==> config.mk <==
export PLATFORM = sky130hd
export DESIGN_NAME = eaor_router
export DESIGN_NICKNAME = d
export VERILOG_FILES = /design/src/eaor_fifo.v /design/src/eaor_router.v
export VERILOG_INCLUDE_DIRS = /design/src /design/src/src
export SDC_FILE = /design/constraint.sdc
export NUM_CORES = 2
export LEC_CHECK = 0
export CELL_PAD_IN_SITES_DETAIL_PLACEMENT = 0
export CELL_PAD_IN_SITES_GLOBAL_PLACEMENT = 1
export CORE_MARGIN = 3
export CORE_UTILIZATION = 28
export CTS_CLUSTER_SIZE = 14
export DETAILED_ROUTE_END_ITERATION = 6
export DONT_BUFFER_PORTS = 1
export PLACE_DENSITY = 0.47
export SYNTH_ARGS = -nofsm -noshare
export SYNTH_HDL_FRONTEND = slang
export SYNTH_SLANG_ARGS = --single-unit
export TNS_END_PERCENT = 20
==> constraint.sdc <==
create_clock -name ref_clk -period 41.6 [get_ports ref_clk]
set_input_delay 8.32 -clock ref_clk [delete_from_list [all_inputs] [get_ports ref_clk]]
set_output_delay 8.32 -clock ref_clk [all_outputs]
set_load 0.02 [all_outputs]
==> src/eaor_regs.vh <==
/*
 * Register map, field positions, reset values and gain constants of the
 * embedded audio output router.
 * Assumes byte addressing on an Avalon-MM slave with 32-bit data.
 */
`ifndef EAOR_REGS_VH
`define EAOR_REGS_VH

// --------------------------------------------------------------
// register offsets (byte addresses)
// --------------------------------------------------------------
`define EAOR_CTRL_OFS 8'h00
`define EAOR_STAT_OFS 8'h04
`define EAOR_CFG_BASE 8'h40
`define EAOR_MTR_BASE 8'h80
`define EAOR_REGION_MASK 8'hc0

// --------------------------------------------------------------
// fields and reset values
// --------------------------------------------------------------
`define EAOR_FEED_RST 3'h0
`define EAOR_GRP_RST 4'hf
`define EAOR_SRC_SILENCE 5'h10
`define EAOR_GAIN_RST 8'h00
`define EAOR_GAIN_MIN 8'hb0
`define EAOR_GAIN_MAX 8'h14

// --------------------------------------------------------------
// gain arithmetic
// --------------------------------------------------------------
`define EAOR_GAIN_BIAS 8'h54
`define EAOR_DB_STEP 7'h06
`define EAOR_Q_SHIFT 6'h1d
`define EAOR_TAB0 17'h08000
`define EAOR_TAB1 17'h08f9e
`define EAOR_TAB2 17'h0a124
`define EAOR_TAB3 17'h0b4ce
`define EAOR_TAB4 17'h0cade
`define EAOR_TAB5 17'h0e39f
`define EAOR_SMAX 24'h7fffff
`define EAOR_SMIN 24'h800000

`endif

==> src/eaor_fifo.v <==
/*
 * Synchronous FIFO for processed output samples.
 * Assumes one clock and an asynchronous active-high reset; DEPTH is 2**AW.
 */
`timescale 1ns/1ns
module eaor_fifo #(
    parameter W = 29,
    parameter AW = 4,
    parameter DEPTH = 16
) (
    input wire ref_clk,
    input wire reset,
    input wire in_valid,
    output wire in_ready,
    input wire [W-1:0] in_data,
    output wire out_valid,
    input wire out_ready,
    output wire [W-1:0] out_data,
    output wire [AW:0] count
);
    reg [W-1:0] mem [0:DEPTH-1];
    reg [AW:0] wr_ptr;
    reg [AW:0] rd_ptr;
    wire push;
    wire pop;

    assign count = wr_ptr - rd_ptr;
    assign in_ready = (count != DEPTH[AW:0]);
    assign out_valid = (count != {(AW+1){1'b0}});
    assign push = in_valid & in_ready;
    assign pop = out_valid & out_ready;
    assign out_data = mem[rd_ptr[AW-1:0]];

    always @(posedge ref_clk) begin
        if (push) begin
            mem[wr_ptr[AW-1:0]] <= in_data;
        end
    end

    always @(posedge ref_clk or posedge reset) begin
        if (reset) begin
            wr_ptr <= {(AW+1){1'b0}};
            rd_ptr <= {(AW+1){1'b0}};
        end else begin
            if (push) begin
                wr_ptr <= wr_ptr + 1'b1;
            end
            if (pop) begin
                rd_ptr <= rd_ptr + 1'b1;
            end
        end
    end
endmodule

==> src/eaor_router.v <==
/*
 * Embedded audio output router: takes the sample stream of all input feeds,
 * keeps one frame of the selected feed, routes, scales, mutes and inverts
 * each of sixteen output channels, meters them and queues them for the
 * output embedders through a FIFO.
 * Assumes the feed stream and the embedders run on ref_clk; registers are
 * reached over Avalon-MM with waitrequest.
 */
`timescale 1ns/1ns
`include "eaor_regs.vh"

// What this block does
// - one input feed, chosen in the control register, supplies the four-group audio used for the output.
// - output channels one to eight are flagged as also carried in the hdmi embedded audio.
// - every output channel picks its own source among the sixteen embedded channels of that feed.
// - a silence source is offered, and software should give it to every unused output channel.
// - each of the four audio groups can be enabled or disabled, and a disabled group is not output.
// - every output channel has a gain from -80 dB to +20 dB in 1 dB steps, 0 dB being unity.
// - every output channel has its own mute forcing silence and its own invert negating the sample.
// - every output channel has a peak meter that sees the sample after gain, mute and invert.
// - at 0 dB non-pcm payloads pass unchanged, and software keeps 0 dB on channels carrying them.
module eaor_router #(
    parameter SW = 24,
    parameter FIFO_AW = 4,
    parameter FIFO_DEPTH = 16
) (
    input wire ref_clk,
    input wire reset,
    input wire [7:0] address,
    input wire read,
    input wire write,
    input wire [31:0] writedata,
    input wire [3:0] byteenable,
    output reg [31:0] readdata,
    output wire waitrequest,
    input wire in_valid,
    output wire in_ready,
    input wire [2:0] in_feed,
    input wire [3:0] in_chan,
    input wire [SW-1:0] in_data,
    input wire in_last,
    output wire out_valid,
    input wire out_ready,
    output wire [3:0] out_chan,
    output wire [SW-1:0] out_data,
    output wire out_hdmi
);
    localparam ST_IDLE = 1'b0;
    localparam ST_RUN = 1'b1;
    localparam FW = SW + 5;

    // --------------------------------------------------------------
    // bus slave
    // --------------------------------------------------------------
    reg ack;
    reg [2:0] feed_sel;
    reg [3:0] grp_en;
    reg state;
    reg [3:0] cur_ch;
    reg [15:0] frame_cnt;
    wire req;
    wire wr_go;
    wire rd_go;
    wire [7:0] region;
    wire [3:0] idx;
    wire is_cfg;
    wire is_mtr;
    wire [FIFO_AW:0] fifo_count;
    wire fifo_in_ready;

    // every access takes two cycles: waitrequest high on the first, low on the second
    assign req = read | write;
    assign waitrequest = req & ~ack;
    assign wr_go = write & ack;
    assign rd_go = read & ack;
    assign region = address & `EAOR_REGION_MASK;
    assign idx = address[5:2];
    assign is_cfg = (region == `EAOR_CFG_BASE);
    assign is_mtr = (region == `EAOR_MTR_BASE);

    always @(posedge ref_clk or posedge reset) begin
        if (reset) begin
            ack <= 1'b0;
        end else begin
            ack <= req & ~ack;
        end
    end

    always @(posedge ref_clk or posedge reset) begin
        if (reset) begin
            feed_sel <= `EAOR_FEED_RST;
            grp_en <= `EAOR_GRP_RST;
        end else if (wr_go && address == `EAOR_CTRL_OFS && byteenable[0]) begin
            feed_sel <= writedata[2:0];
            grp_en <= writedata[7:4];
        end
    end

    // --------------------------------------------------------------
    // per-channel storage: frame buffer, settings, peak meters
    // --------------------------------------------------------------
    wire [SW-1:0] smp_w [0:15];
    wire [4:0] src_w [0:15];
    wire [7:0] gain_w [0:15];
    wire [15:0] mute_w;
    wire [15:0] inv_w;
    wire [SW-1:0] peak_w [0:15];
    wire step;
    wire [SW-1:0] mag;
    wire signed [7:0] wr_gain;
    wire [7:0] wr_gain_cl;

    // the stored gain is clamped, so a readback shows the gain really in use
    assign wr_gain = writedata[23:16];
    assign wr_gain_cl = (wr_gain < $signed(`EAOR_GAIN_MIN)) ? `EAOR_GAIN_MIN :
        ((wr_gain > $signed(`EAOR_GAIN_MAX)) ? `EAOR_GAIN_MAX : wr_gain);

    genvar gi;
    generate
        for (gi = 0; gi < 16; gi = gi + 1) begin : g_ch
            localparam [31:0] CH = gi;
            reg [SW-1:0] smp;
            reg [4:0] src;
            reg [7:0] gain;
            reg mute;
            reg inv;
            reg [SW-1:0] peak;
            wire cfg_wr;
            wire hit;
            wire clr;

            assign cfg_wr = wr_go & is_cfg & (idx == gi);
            assign hit = step & (cur_ch == gi);
            assign clr = rd_go & is_mtr & (idx == gi);

            always @(posedge ref_clk or posedge reset) begin
                if (reset) begin
                    smp <= {SW{1'b0}};
                end else if (in_valid && in_ready && in_feed == feed_sel && in_chan == gi) begin
                    smp <= in_data;
                end
            end

            always @(posedge ref_clk or posedge reset) begin
                if (reset) begin
                    src <= CH[4:0];
                    gain <= `EAOR_GAIN_RST;
                    mute <= 1'b0;
                    inv <= 1'b0;
                end else if (cfg_wr) begin
                    if (byteenable[0]) begin
                        src <= writedata[4:0];
                    end
                    if (byteenable[1]) begin
                        mute <= writedata[8];
                        inv <= writedata[9];
                    end
                    if (byteenable[2]) begin
                        gain <= wr_gain_cl;
                    end
                end
            end

            // a new peak arriving in the cycle of the read-clear is kept
            always @(posedge ref_clk or posedge reset) begin
                if (reset) begin
                    peak <= {SW{1'b0}};
                end else if (hit && (clr || mag > peak)) begin
                    peak <= mag;
                end else if (clr) begin
                    peak <= {SW{1'b0}};
                end
            end

            assign smp_w[gi] = smp;
            assign src_w[gi] = src;
            assign gain_w[gi] = gain;
            assign mute_w[gi] = mute;
            assign inv_w[gi] = inv;
            assign peak_w[gi] = peak;
        end
    endgenerate

    // --------------------------------------------------------------
    // read data
    // --------------------------------------------------------------
    always @(posedge ref_clk or posedge reset) begin
        if (reset) begin
            readdata <= 32'h00000000;
        end else if (read && !ack) begin
            if (address == `EAOR_CTRL_OFS) begin
                readdata <= {24'h000000, grp_en, 1'b0, feed_sel};
            end else if (address == `EAOR_STAT_OFS) begin
                readdata <= {frame_cnt, 9'h000, fifo_count, ~fifo_in_ready, state};
            end else if (is_cfg) begin
                readdata <= {8'h00, gain_w[idx], 6'h00, inv_w[idx], mute_w[idx], 3'h0, src_w[idx]};
            end else if (is_mtr) begin
                readdata <= {{(32-SW){1'b0}}, peak_w[idx]};
            end else begin
                readdata <= 32'h00000000;
            end
        end
    end

    // --------------------------------------------------------------
    // frame sequencer
    // --------------------------------------------------------------
    wire grp_on;
    wire last_ch;
    reg next_state;

    // the buffer is frozen while channels are processed, so the source stalls
    assign in_ready = (state == ST_IDLE);
    assign grp_on = grp_en[cur_ch[3:2]];
    // a disabled group never waits on the fifo, its samples are simply dropped
    assign step = (state == ST_RUN) & (fifo_in_ready | ~grp_on);
    assign last_ch = (cur_ch == 4'hf);

    always @* begin
        next_state = state;
        case (state)
            ST_IDLE: begin
                if (in_valid && in_last) begin
                    next_state = ST_RUN;
                end
            end
            ST_RUN: begin
                if (step && last_ch) begin
                    next_state = ST_IDLE;
                end
            end
            default: begin
                next_state = ST_IDLE;
            end
        endcase
    end

    always @(posedge ref_clk or posedge reset) begin
        if (reset) begin
            state <= ST_IDLE;
            cur_ch <= 4'h0;
            frame_cnt <= 16'h0000;
        end else begin
            state <= next_state;
            if (step) begin
                cur_ch <= cur_ch + 4'h1;
            end
            if (step && last_ch) begin
                frame_cnt <= frame_cnt + 16'h0001;
            end
        end
    end

    // --------------------------------------------------------------
    // channel processing
    // --------------------------------------------------------------
    wire [4:0] cur_src;
    wire signed [SW-1:0] raw;
    wire signed [7:0] g_in;
    reg signed [7:0] g_cl;
    wire [7:0] e;
    wire [6:0] k;
    wire [6:0] r;
    reg [16:0] tab;
    wire signed [SW+17:0] prod;
    wire signed [SW+17:0] shifted;
    wire [5:0] shamt;
    wire signed [SW+17:0] lim_hi;
    wire signed [SW+17:0] lim_lo;
    reg signed [SW-1:0] gained;
    reg signed [SW-1:0] polar;
    wire signed [SW-1:0] final_s;

    assign cur_src = src_w[cur_ch];
    // any source code from sixteen upward is silence
    assign raw = (cur_src >= `EAOR_SRC_SILENCE) ? {SW{1'b0}} : smp_w[cur_src[3:0]];
    assign g_in = gain_w[cur_ch];

    always @* begin
        if (g_in < $signed(`EAOR_GAIN_MIN)) begin
            g_cl = `EAOR_GAIN_MIN;
        end else if (g_in > $signed(`EAOR_GAIN_MAX)) begin
            g_cl = `EAOR_GAIN_MAX;
        end else begin
            g_cl = g_in;
        end
    end

    // 6 dB per binary shift plus a fine table; about 0.02 dB error per 6 dB of distance
    assign e = g_cl + `EAOR_GAIN_BIAS;
    assign k = e[6:0] / `EAOR_DB_STEP;
    assign r = e[6:0] % `EAOR_DB_STEP;

    always @* begin
        case (r[2:0])
            3'h0: tab = `EAOR_TAB0;
            3'h1: tab = `EAOR_TAB1;
            3'h2: tab = `EAOR_TAB2;
            3'h3: tab = `EAOR_TAB3;
            3'h4: tab = `EAOR_TAB4;
            3'h5: tab = `EAOR_TAB5;
            default: tab = `EAOR_TAB0;
        endcase
    end

    assign prod = raw * $signed({1'b0, tab});
    assign shamt = `EAOR_Q_SHIFT - k[5:0];
    assign shifted = prod >>> shamt;
    assign lim_hi = {{18{1'b0}}, `EAOR_SMAX};
    assign lim_lo = {{18{1'b1}}, `EAOR_SMIN};

    always @* begin
        if (g_cl == `EAOR_GAIN_RST) begin
            gained = raw;
        end else if (shifted > lim_hi) begin
            gained = `EAOR_SMAX;
        end else if (shifted < lim_lo) begin
            gained = `EAOR_SMIN;
        end else begin
            gained = shifted[SW-1:0];
        end
    end

    // negating full scale negative would wrap, so it saturates instead
    always @* begin
        if (!inv_w[cur_ch]) begin
            polar = gained;
        end else if (gained == $signed(`EAOR_SMIN)) begin
            polar = `EAOR_SMAX;
        end else begin
            polar = -gained;
        end
    end

    assign final_s = mute_w[cur_ch] ? {SW{1'b0}} : polar;
    assign mag = final_s[SW-1] ? ((final_s == $signed(`EAOR_SMIN)) ? `EAOR_SMAX : -final_s) : final_s;

    // --------------------------------------------------------------
    // output queue
    // --------------------------------------------------------------
    wire [FW-1:0] fifo_out;

    eaor_fifo #(
        .W(FW),
        .AW(FIFO_AW),
        .DEPTH(FIFO_DEPTH)
    ) u_fifo (
        .ref_clk(ref_clk),
        .reset(reset),
        .in_valid(step & grp_on),
        .in_ready(fifo_in_ready),
        .in_data({~cur_ch[3], cur_ch, final_s}),
        .out_valid(out_valid),
        .out_ready(out_ready),
        .out_data(fifo_out),
        .count(fifo_count)
    );

    assign out_hdmi = fifo_out[FW-1];
    assign out_chan = fifo_out[FW-2:SW];
    assign out_data = fifo_out[SW-1:0];
endmodule

# Yosys cells after proc, flatten, opt, wreduce, memory -nomap -nowiden
# Memory sizes are Yosys's and may differ from the RTL's.
# Cells that the tools add are included.
word_totals:
  n_memories: 1
  output_inout_bits: 64
  regBits: 1079
  ramBits: 464
  word_cells: 481
op_classes:
  n_bitwise: 67
  reduce_logical: 126
  multipliers: 1
  mux: 83
  order_cmp: 29
  addsub: 9
  shifts: 1
  eq_ne: 57
  div: 2
memory_table:
  columns: ["name", "depth", "word_bits", "rd", "rd_ports_with_merged_regs", "wr", "line", "text"]
  rows:
  - ["u_fifo.mem", 16, 29, 1, 0, 1, "eaor_fifo.v:21", "reg [W-1:0] mem [0:DEPTH-1];"]
op_table:
  columns: ["cell", "n"]
  rows:
  - ["24-bit two-way mux", 47]
  - ["24-bit greater-than comparator", 16]
  - ["24-bit binary-select mux with 4-bit select", 2]
  - ["4-bit == test (second input constant)", 24]
  - ["2-bit AND reduction", 48]
  - ["15-bit one-hot mux with 5 select lines", 1]
  - ["8-bit binary-select mux with 4-bit select", 2]
  - ["32-bit two-way mux", 2]
  - ["8-bit two-way mux", 8]
  - ["1-bit bitwise AND", 57]
  - ["24-bit == test (second input constant)", 2]
  - ["4-bit by 3-bit == test with 1-bit output (second input constant)", 12]
  - ["24-bit negation", 2]
  - ["42-bit by 24-bit greater-than comparator with 1-bit output (second input constant)", 1]
  - ["42-bit by 24-bit less-than comparator with 1-bit output (second input constant)", 1]
  - ["42-bit by 6-bit >>> shifter with 42-bit output", 1]
  - ["24-bit by 17-bit multiplier with 41-bit output", 1]
  - ["5-bit binary-select mux with 4-bit select", 2]
  - ["1-bit logical AND", 39]
  - ["2-bit nonzero test", 16]
  - ["4-bit by 2-bit == test with 1-bit output (second input constant)", 6]
  - ["5-bit greater-or-equal comparator (second input constant)", 4]
  - ["5-bit two-way mux", 4]
  - ["16-bit by 1-bit adder with 16-bit output (second input constant)", 1]
  - ["other kinds (32)", 76]

# Longest topological paths before layout
logic_depth:
  word_depth: 28
  depth_mapped: 104
  depth_no_buf: 89

# Modules after synthesis
# From an unflattened synthesis, not the netlist that was laid out.
unflattened:
  hier_cells: 9057
  hier_area_um2: 99550.5
modules_own_cells:
  columns: ["module", "instances", "area_each_um2", "cells_each"]
  rows:
  - ["eaor_router", 1, 81095.3, 8166]
  - ["eaor_fifo", 1, 18455.2, 891]

# Least setup slack after synthesis
# No wires, ideal clock.
synth_path:
  kind: "register to register"
  startpoint: "register cur_ch[1]"
  endpoint: "register g_ch[6].peak[13]"
  arrival_ns: 20.583
  setup_ns: 0.133
  n_path_buf: 15
  required_ns: 41.467
  stages_incl_launch_ff: 99
  path_slack_ns: 20.883
  cell_sequence: "dfrtp_1 -> buf_4 -> buf_6 -> mux2i_1 -> mux4_2 -> mux2_2 -> buf_6 -> o211ai_2 -> o211a_4 -> buf_2 -> ha_1 -> clkbuf_1 -> nor2_1 -> a22oi_1 -> a31oi_1 -> buf_2 -> o21ai_0 -> o21ai_0 -> [63 not listed] -> nor2b_1 -> o21ai_0 -> nand2b_1 -> a21oi_1 -> nor2b_1 -> o21ai_0 -> nand2b_1 -> a21oi_1 -> nor2b_1 -> o21ai_0 -> nand2_1 -> a221oi_1 -> a31o_2 -> a21oi_1 -> buf_1 -> clkbuf_1 -> o21ai_0 -> o21ai_0"
synth_via:
  elab_chain_cells: 28
  elab_cells_between_ends: 55
synth_rtl:
  columns: ["item", "line", "text"]
  rows:
  - ["start, declared", "eaor_router.v:59", "reg [3:0] cur_ch;"]
  - ["start signal, assigned", "eaor_router.v:246", "cur_ch <= cur_ch + 4'h1;"]
  - ["4-bit NOT with 5-bit output (not written as such)", "eaor_router.v:274, eaor_router.v:277", null]
  - ["8-bit binary-select mux with 4-bit select", "eaor_router.v:277", "assign g_in = gain_w[cur_ch];"]
  - ["8-bit two-way mux (not written as such) (2 in a row)", "eaor_router.v:277", null]
  - ["8-bit by 6-bit greater-than comparator with 1-bit output", "eaor_router.v:282", "end else if (g_in > $signed(`EAOR_GAIN_MAX)) begin"]
  - ["8-bit two-way mux", "eaor_router.v:282", null]
  - ["8-bit two-way mux", "eaor_router.v:280", "if (g_in < $signed(`EAOR_GAIN_MIN)) begin"]
  - ["7-bit adder (no line)", null, null]
  - ["7-bit by 3-bit remainder unit with 7-bit output (no line)", null, null]
  - ["[12 not listed]", null, null]
  - ["via final_s[13]", "eaor_router.v:272", "wire signed [SW-1:0] final_s;"]
  - ["24-bit negation or 24-bit == test (tied branches)", "eaor_router.v:336", "assign mag = final_s[SW-1] ? ((final_s == $signed(`EAOR_SMIN)) ? `EAOR_SMAX : -final_s) : final_s;"]
  - ["24-bit two-way mux", "eaor_router.v:336", null]
  - ["24-bit two-way mux (*)", "eaor_router.v:336", null]
  - ["24-bit greater-than comparator", "eaor_router.v:168", "end else if (hit && (clr || mag > peak)) begin"]
  - ["1-bit logical OR", "eaor_router.v:168", null]
  - ["1-bit logical AND", "eaor_router.v:168", null]
  - ["24-bit two-way mux or 2-bit nonzero test (tied branches)", null, null]
  - ["end signal, assigned", "eaor_router.v:167", "peak <= {SW{1'b0}};"]
  - ["end signal, assigned", "eaor_router.v:169", "peak <= mag;"]
  - ["end signal, assigned", "eaor_router.v:171", "peak <= {SW{1'b0}};"]
  - ["end, declared", "eaor_router.v:127", "reg [SW-1:0] peak;"]
# The timed path passes the listed nets; every way through them passes the cells marked *. The select of a mux whose other input is x is not followed.
# A chain may end at the register's enable or synchronous reset.

# Worst setup path after layout
layout_path:
  startpoint: "register cur_ch[1]"
  endpoint: "register g_ch[8].peak[10]"
layout_via:
  elab_chain_cells: 28
  elab_cells_between_ends: 55
layout_rtl:
  columns: ["item", "line", "text"]
  rows:
  - ["4-bit NOT with 5-bit output (not written as such)", "eaor_router.v:274, eaor_router.v:277", null]
  - ["8-bit binary-select mux with 4-bit select", "eaor_router.v:277", null]
  - ["8-bit two-way mux (not written as such) (2 in a row)", "eaor_router.v:277", null]
  - ["8-bit by 6-bit greater-than comparator with 1-bit output", "eaor_router.v:282", null]
  - ["8-bit two-way mux", "eaor_router.v:282", null]
  - ["8-bit two-way mux", "eaor_router.v:280", null]
  - ["7-bit adder (no line)", null, null]
  - ["7-bit by 3-bit remainder unit with 7-bit output (no line)", null, null]
  - ["[10 not listed]", null, null]
  - ["24-bit two-way mux", "eaor_router.v:326", "if (!inv_w[cur_ch]) begin"]
  - ["24-bit two-way mux", "eaor_router.v:335", "assign final_s = mute_w[cur_ch] ? {SW{1'b0}} : polar;"]
  - ["24-bit negation or 24-bit == test (tied branches)", "eaor_router.v:336", null]
  - ["24-bit two-way mux (2 in a row)", "eaor_router.v:336", null]
  - ["24-bit greater-than comparator", "eaor_router.v:168", null]
  - ["1-bit logical OR", "eaor_router.v:168", null]
  - ["1-bit logical AND", "eaor_router.v:168", null]
  - ["24-bit two-way mux or 2-bit nonzero test (tied branches)", null, null]
  - ["end signal, assigned", "eaor_router.v:167", null]
  - ["end signal, assigned", "eaor_router.v:169", null]
  - ["end signal, assigned", "eaor_router.v:171", null]
  - ["end, declared", "eaor_router.v:127", null]
# Parallel ways exist; a longest one is shown, timed or not. The select of a mux whose other input is x is not followed.

==> summary.md <==
| Metric | Value |
|---|---|
| Vias in the first global route | approximately 73000 |
| Initial antenna violation count | 22 |
| Max-cap viol count | 0 |
| DR iter-0 viols | 5314 |
| CP required | around 42 ns |
| First-pass GRT wire length | 529 mm |
| CP Max Fanout | between 50 and 60 |
| Status | completed |
| PostCTS Resize Cnt | 0 |
| Overall routed net length | 361 mm |
| Area of the core | between 300000 and 400000 µm² |
| All-Layer GR Usage | 19.6% |
| Slew Limit Fails | 0 |
| Clock insertion delay at the later pin of the skew report | between 0.9 and 1 ns |
| Fill cells | approximately 36000 |
| DR WL/cell | ~26 µm |
| Worst path most repeated cell | nand2_1 |
| Largest cells by area after synthesis | dfrtp_1 (26%), edfxtp_1 (14%), mux4_2 (9.3%) |
| Most common cell after layout, fill and taps aside | dfrtp_1 |
| Die H | about 600 µm |
| H-tree levels | 4 |
| Biggest area consumer among synthesized cells | dfrtp_1 |
| Synth top area share | 26.2% |
| DIE WIDTH | between 600 and 700 µm |
| IO Count | about 150 |
| Final hold violations | 0 |
| CTS max path bufs | 4 |
| Port buffer count | 0 |
| Pin count of the biggest net entering global routing | 161 |
| 1st-pass router iterations | 6 |
| Post-CTS Hold Buffers | 0 |
| Footprint of the multi-input gates | 53800 µm² |
| Total congestion overflow | 0 |
| Syn Area/Cell | approximately 11 µm² |
| Predominant post-synthesis flop cell | dfrtp_1 |
| Total negative slack | 0 ns |
| Flop and latch count out of synthesis | approximately 1500 |
| Core Rows | approximately 220 |
| Critical Path Start Type | flop |
| CTS Root Cell | clkbuf_16 |
| DP HPWL | approximately 250 mm |
| Setup crit end kind | flop |
| Drc violations | 0 |
| DR vias/cell | 5.18 |
| Worst-path clk slew | approximately 0.06 ns |
| Netlist cell types | about 120 |
| Reg area | approximately 41000 µm² |
| DP Area | about 110000 µm² |
| TritonCTS clock tree | done |
| Crit-path max cell delay | 0.97 ns |
| Fmax | 34.6 MHz |
| HP Class | flop to flop |
| Gpl congestion | 0.885 |
| Seq/Total Area, Yosys | a little over 40% |
| Total number of vias | ~71000 |
| Worst-Margin Slew | 1.25 ns |
| Clk sinks | 1543 |
| Share of layout cells above drive strength 1 | between 10% and 20% |
| CTS Buf Count | about 190 |
| ANT nets after route | 0 |
| Synthesis-to-layout area growth | 12.3% |
| Worst slack, placed | 12.80 ns |
| Worst EP arrival | between 20 and 30 ns |
| Setup CP Type | flop to flop |
| Synth warn | 0 |
| Initial Utilization | between 20% and 30% |
| Most frequent cells in the layout | dfrtp_1 (1037), inv_1 (847), nand2_1 (847), mux2_2 (594), o21ai_0 (569) |
| CP max-delay cell | dfrtp_4 |
| Final worst path period need | 28.91 ns |
| Postcts setup bufs | 0 |
| Synth async-reset ratio | between 60% and 70% |
| Setup violators final | 0 |
| Post-route setup slack | about 13 ns |
| Die footprint | between 300000 and 400000 µm² |
| Worst slew margin | roughly 17% |
| RSZ-0062 raised after global routing | no |
| Syn_nets | roughly 10000 |
| Post-Syn Area | about 100000 µm² |
| Fin nets | 9794 |
| Cells after Synth | around 9000 |
| Final instance area | roughly 110000 µm² |
| Skew final | ~0.1 ns |
| Period utilisation layout | about 69% |
| Post-synth EDFFs | 464 |
synthesized netlist by cell type, drive strengths merged, types with 10 or more instances:
cell / n
or2: 10
buf: 153
a221o: 15
xnor2: 71
nor4: 32
nor2: 330
o211ai: 79
clkbuf: 396
mux2i: 209
nand2b: 87
fa: 378
a211o: 14
o311a: 20
a211oi: 74
a31oi: 21
nor3: 84
mux4: 411
o21a: 38
and3: 40
edfxtp: 464
xor2: 29
inv: 864
and2: 40
dfstp: 36
a221oi: 23
and4: 14
nand4: 97
o31ai: 18
or3: 11
o41ai: 11
o211a: 34
dfrtp: 1043
nand3: 396
a21o: 63
a311oi: 13
nor2b: 128
o22ai: 19
ha: 501
o221ai: 22
nand2: 858
o21ai: 771
mux2: 594
a21oi: 306
worst max-delay path, delay by kind of cell, from the launching register on:
family	cells	cell delay, ns
AOI/OAI and AO/OA	24	7.16
xor gates and xnor gates	2	0.60
adders and majority gates	11	5.51
buffers and inverters	12	3.98
DFF	1	0.97
muxes	1	0.40
and+or+nand+nor	29	9.94
logic make-up (layout without fill, tap and decap cells):
group | count (synthesis) | count (layout) | share of synthesized area (%)
DFF | 1543 | 1543 | 41.1
muxes | 1214 | 1214 | 18.1
adders and majority gates | 879 | 879 | 13.9
AOI/OAI and AO/OA | 1656 | 1656 | 10.3
and+or+nand+nor | 2156 | 2156 | 10.2
buffers and inverters | 1414 | 1433 | 5.56
other | 0 | 8 | 0
xor gates and xnor gates | 101 | 101 | 0.901
path summary, 6_finish.rpt:
kind                               startpoint          endpoint  slack (ns)  cells past startpoint
worst min register to register  frame_cnt[15]     frame_cnt[15]        0.46                      1
worst max register to register      cur_ch[1]  g_ch[8].peak[10]       12.69                     79
max in group asynchronous               reset  g_ch[8].peak[15]       27.96                      8
worst max-delay path                cur_ch[1]  g_ch[8].peak[10]       12.69                     79
min in group asynchronous               reset    g_ch[8].smp[1]        7.43                      1
worst min-delay path            frame_cnt[15]     frame_cnt[15]        0.46                      1
final cells by class:
type / count / share of cell area, %
inverters: 865 / 2.91
clock buffers: 259 / 4.81
clock inverters: 83 / 0.853
repair buffers: 226 / 1.54
multi-input cells: 6006 / 48.0
diodes: 8 / 0.0179
flip-flops and latches: 1543 / 36.6
well taps: 4730 / 5.28
through the flow:
step / hold slack (ns) / std cells / util [%]
after CTS: 0.468 / 13712 / 31.7
after detailed placement: 0.459 / 13370 / 29.9
after floorplan: 0.441 / 8963 / -
after global placement: 0.461 / 13370 / 29.9
after global routing: 0.505 / 13714 / 31.7
final: 0.464 / 13720 / 31.7
registers in the layout, summed over array words and instances (netlist names), 32 cells and up:
name        cells
u_fifo.mem    464
g_ch.peak     384
g_ch.smp      384
g_ch.gain     128
g_ch.src       80
readdata       32
routing by layer:
metal	vias up	track usage, %	share of wire [%]
met1	36922	27.1	45
met2	1715	32.1	47
met5	-	0	0.013
met3	444	2.54	4.5
li1	31945	-	-
met4	6	5.43	3.0
Power is left out: the tool's default activity adds up to more than one toggle a clock period on the data nets, which glitch-free logic cannot reach.
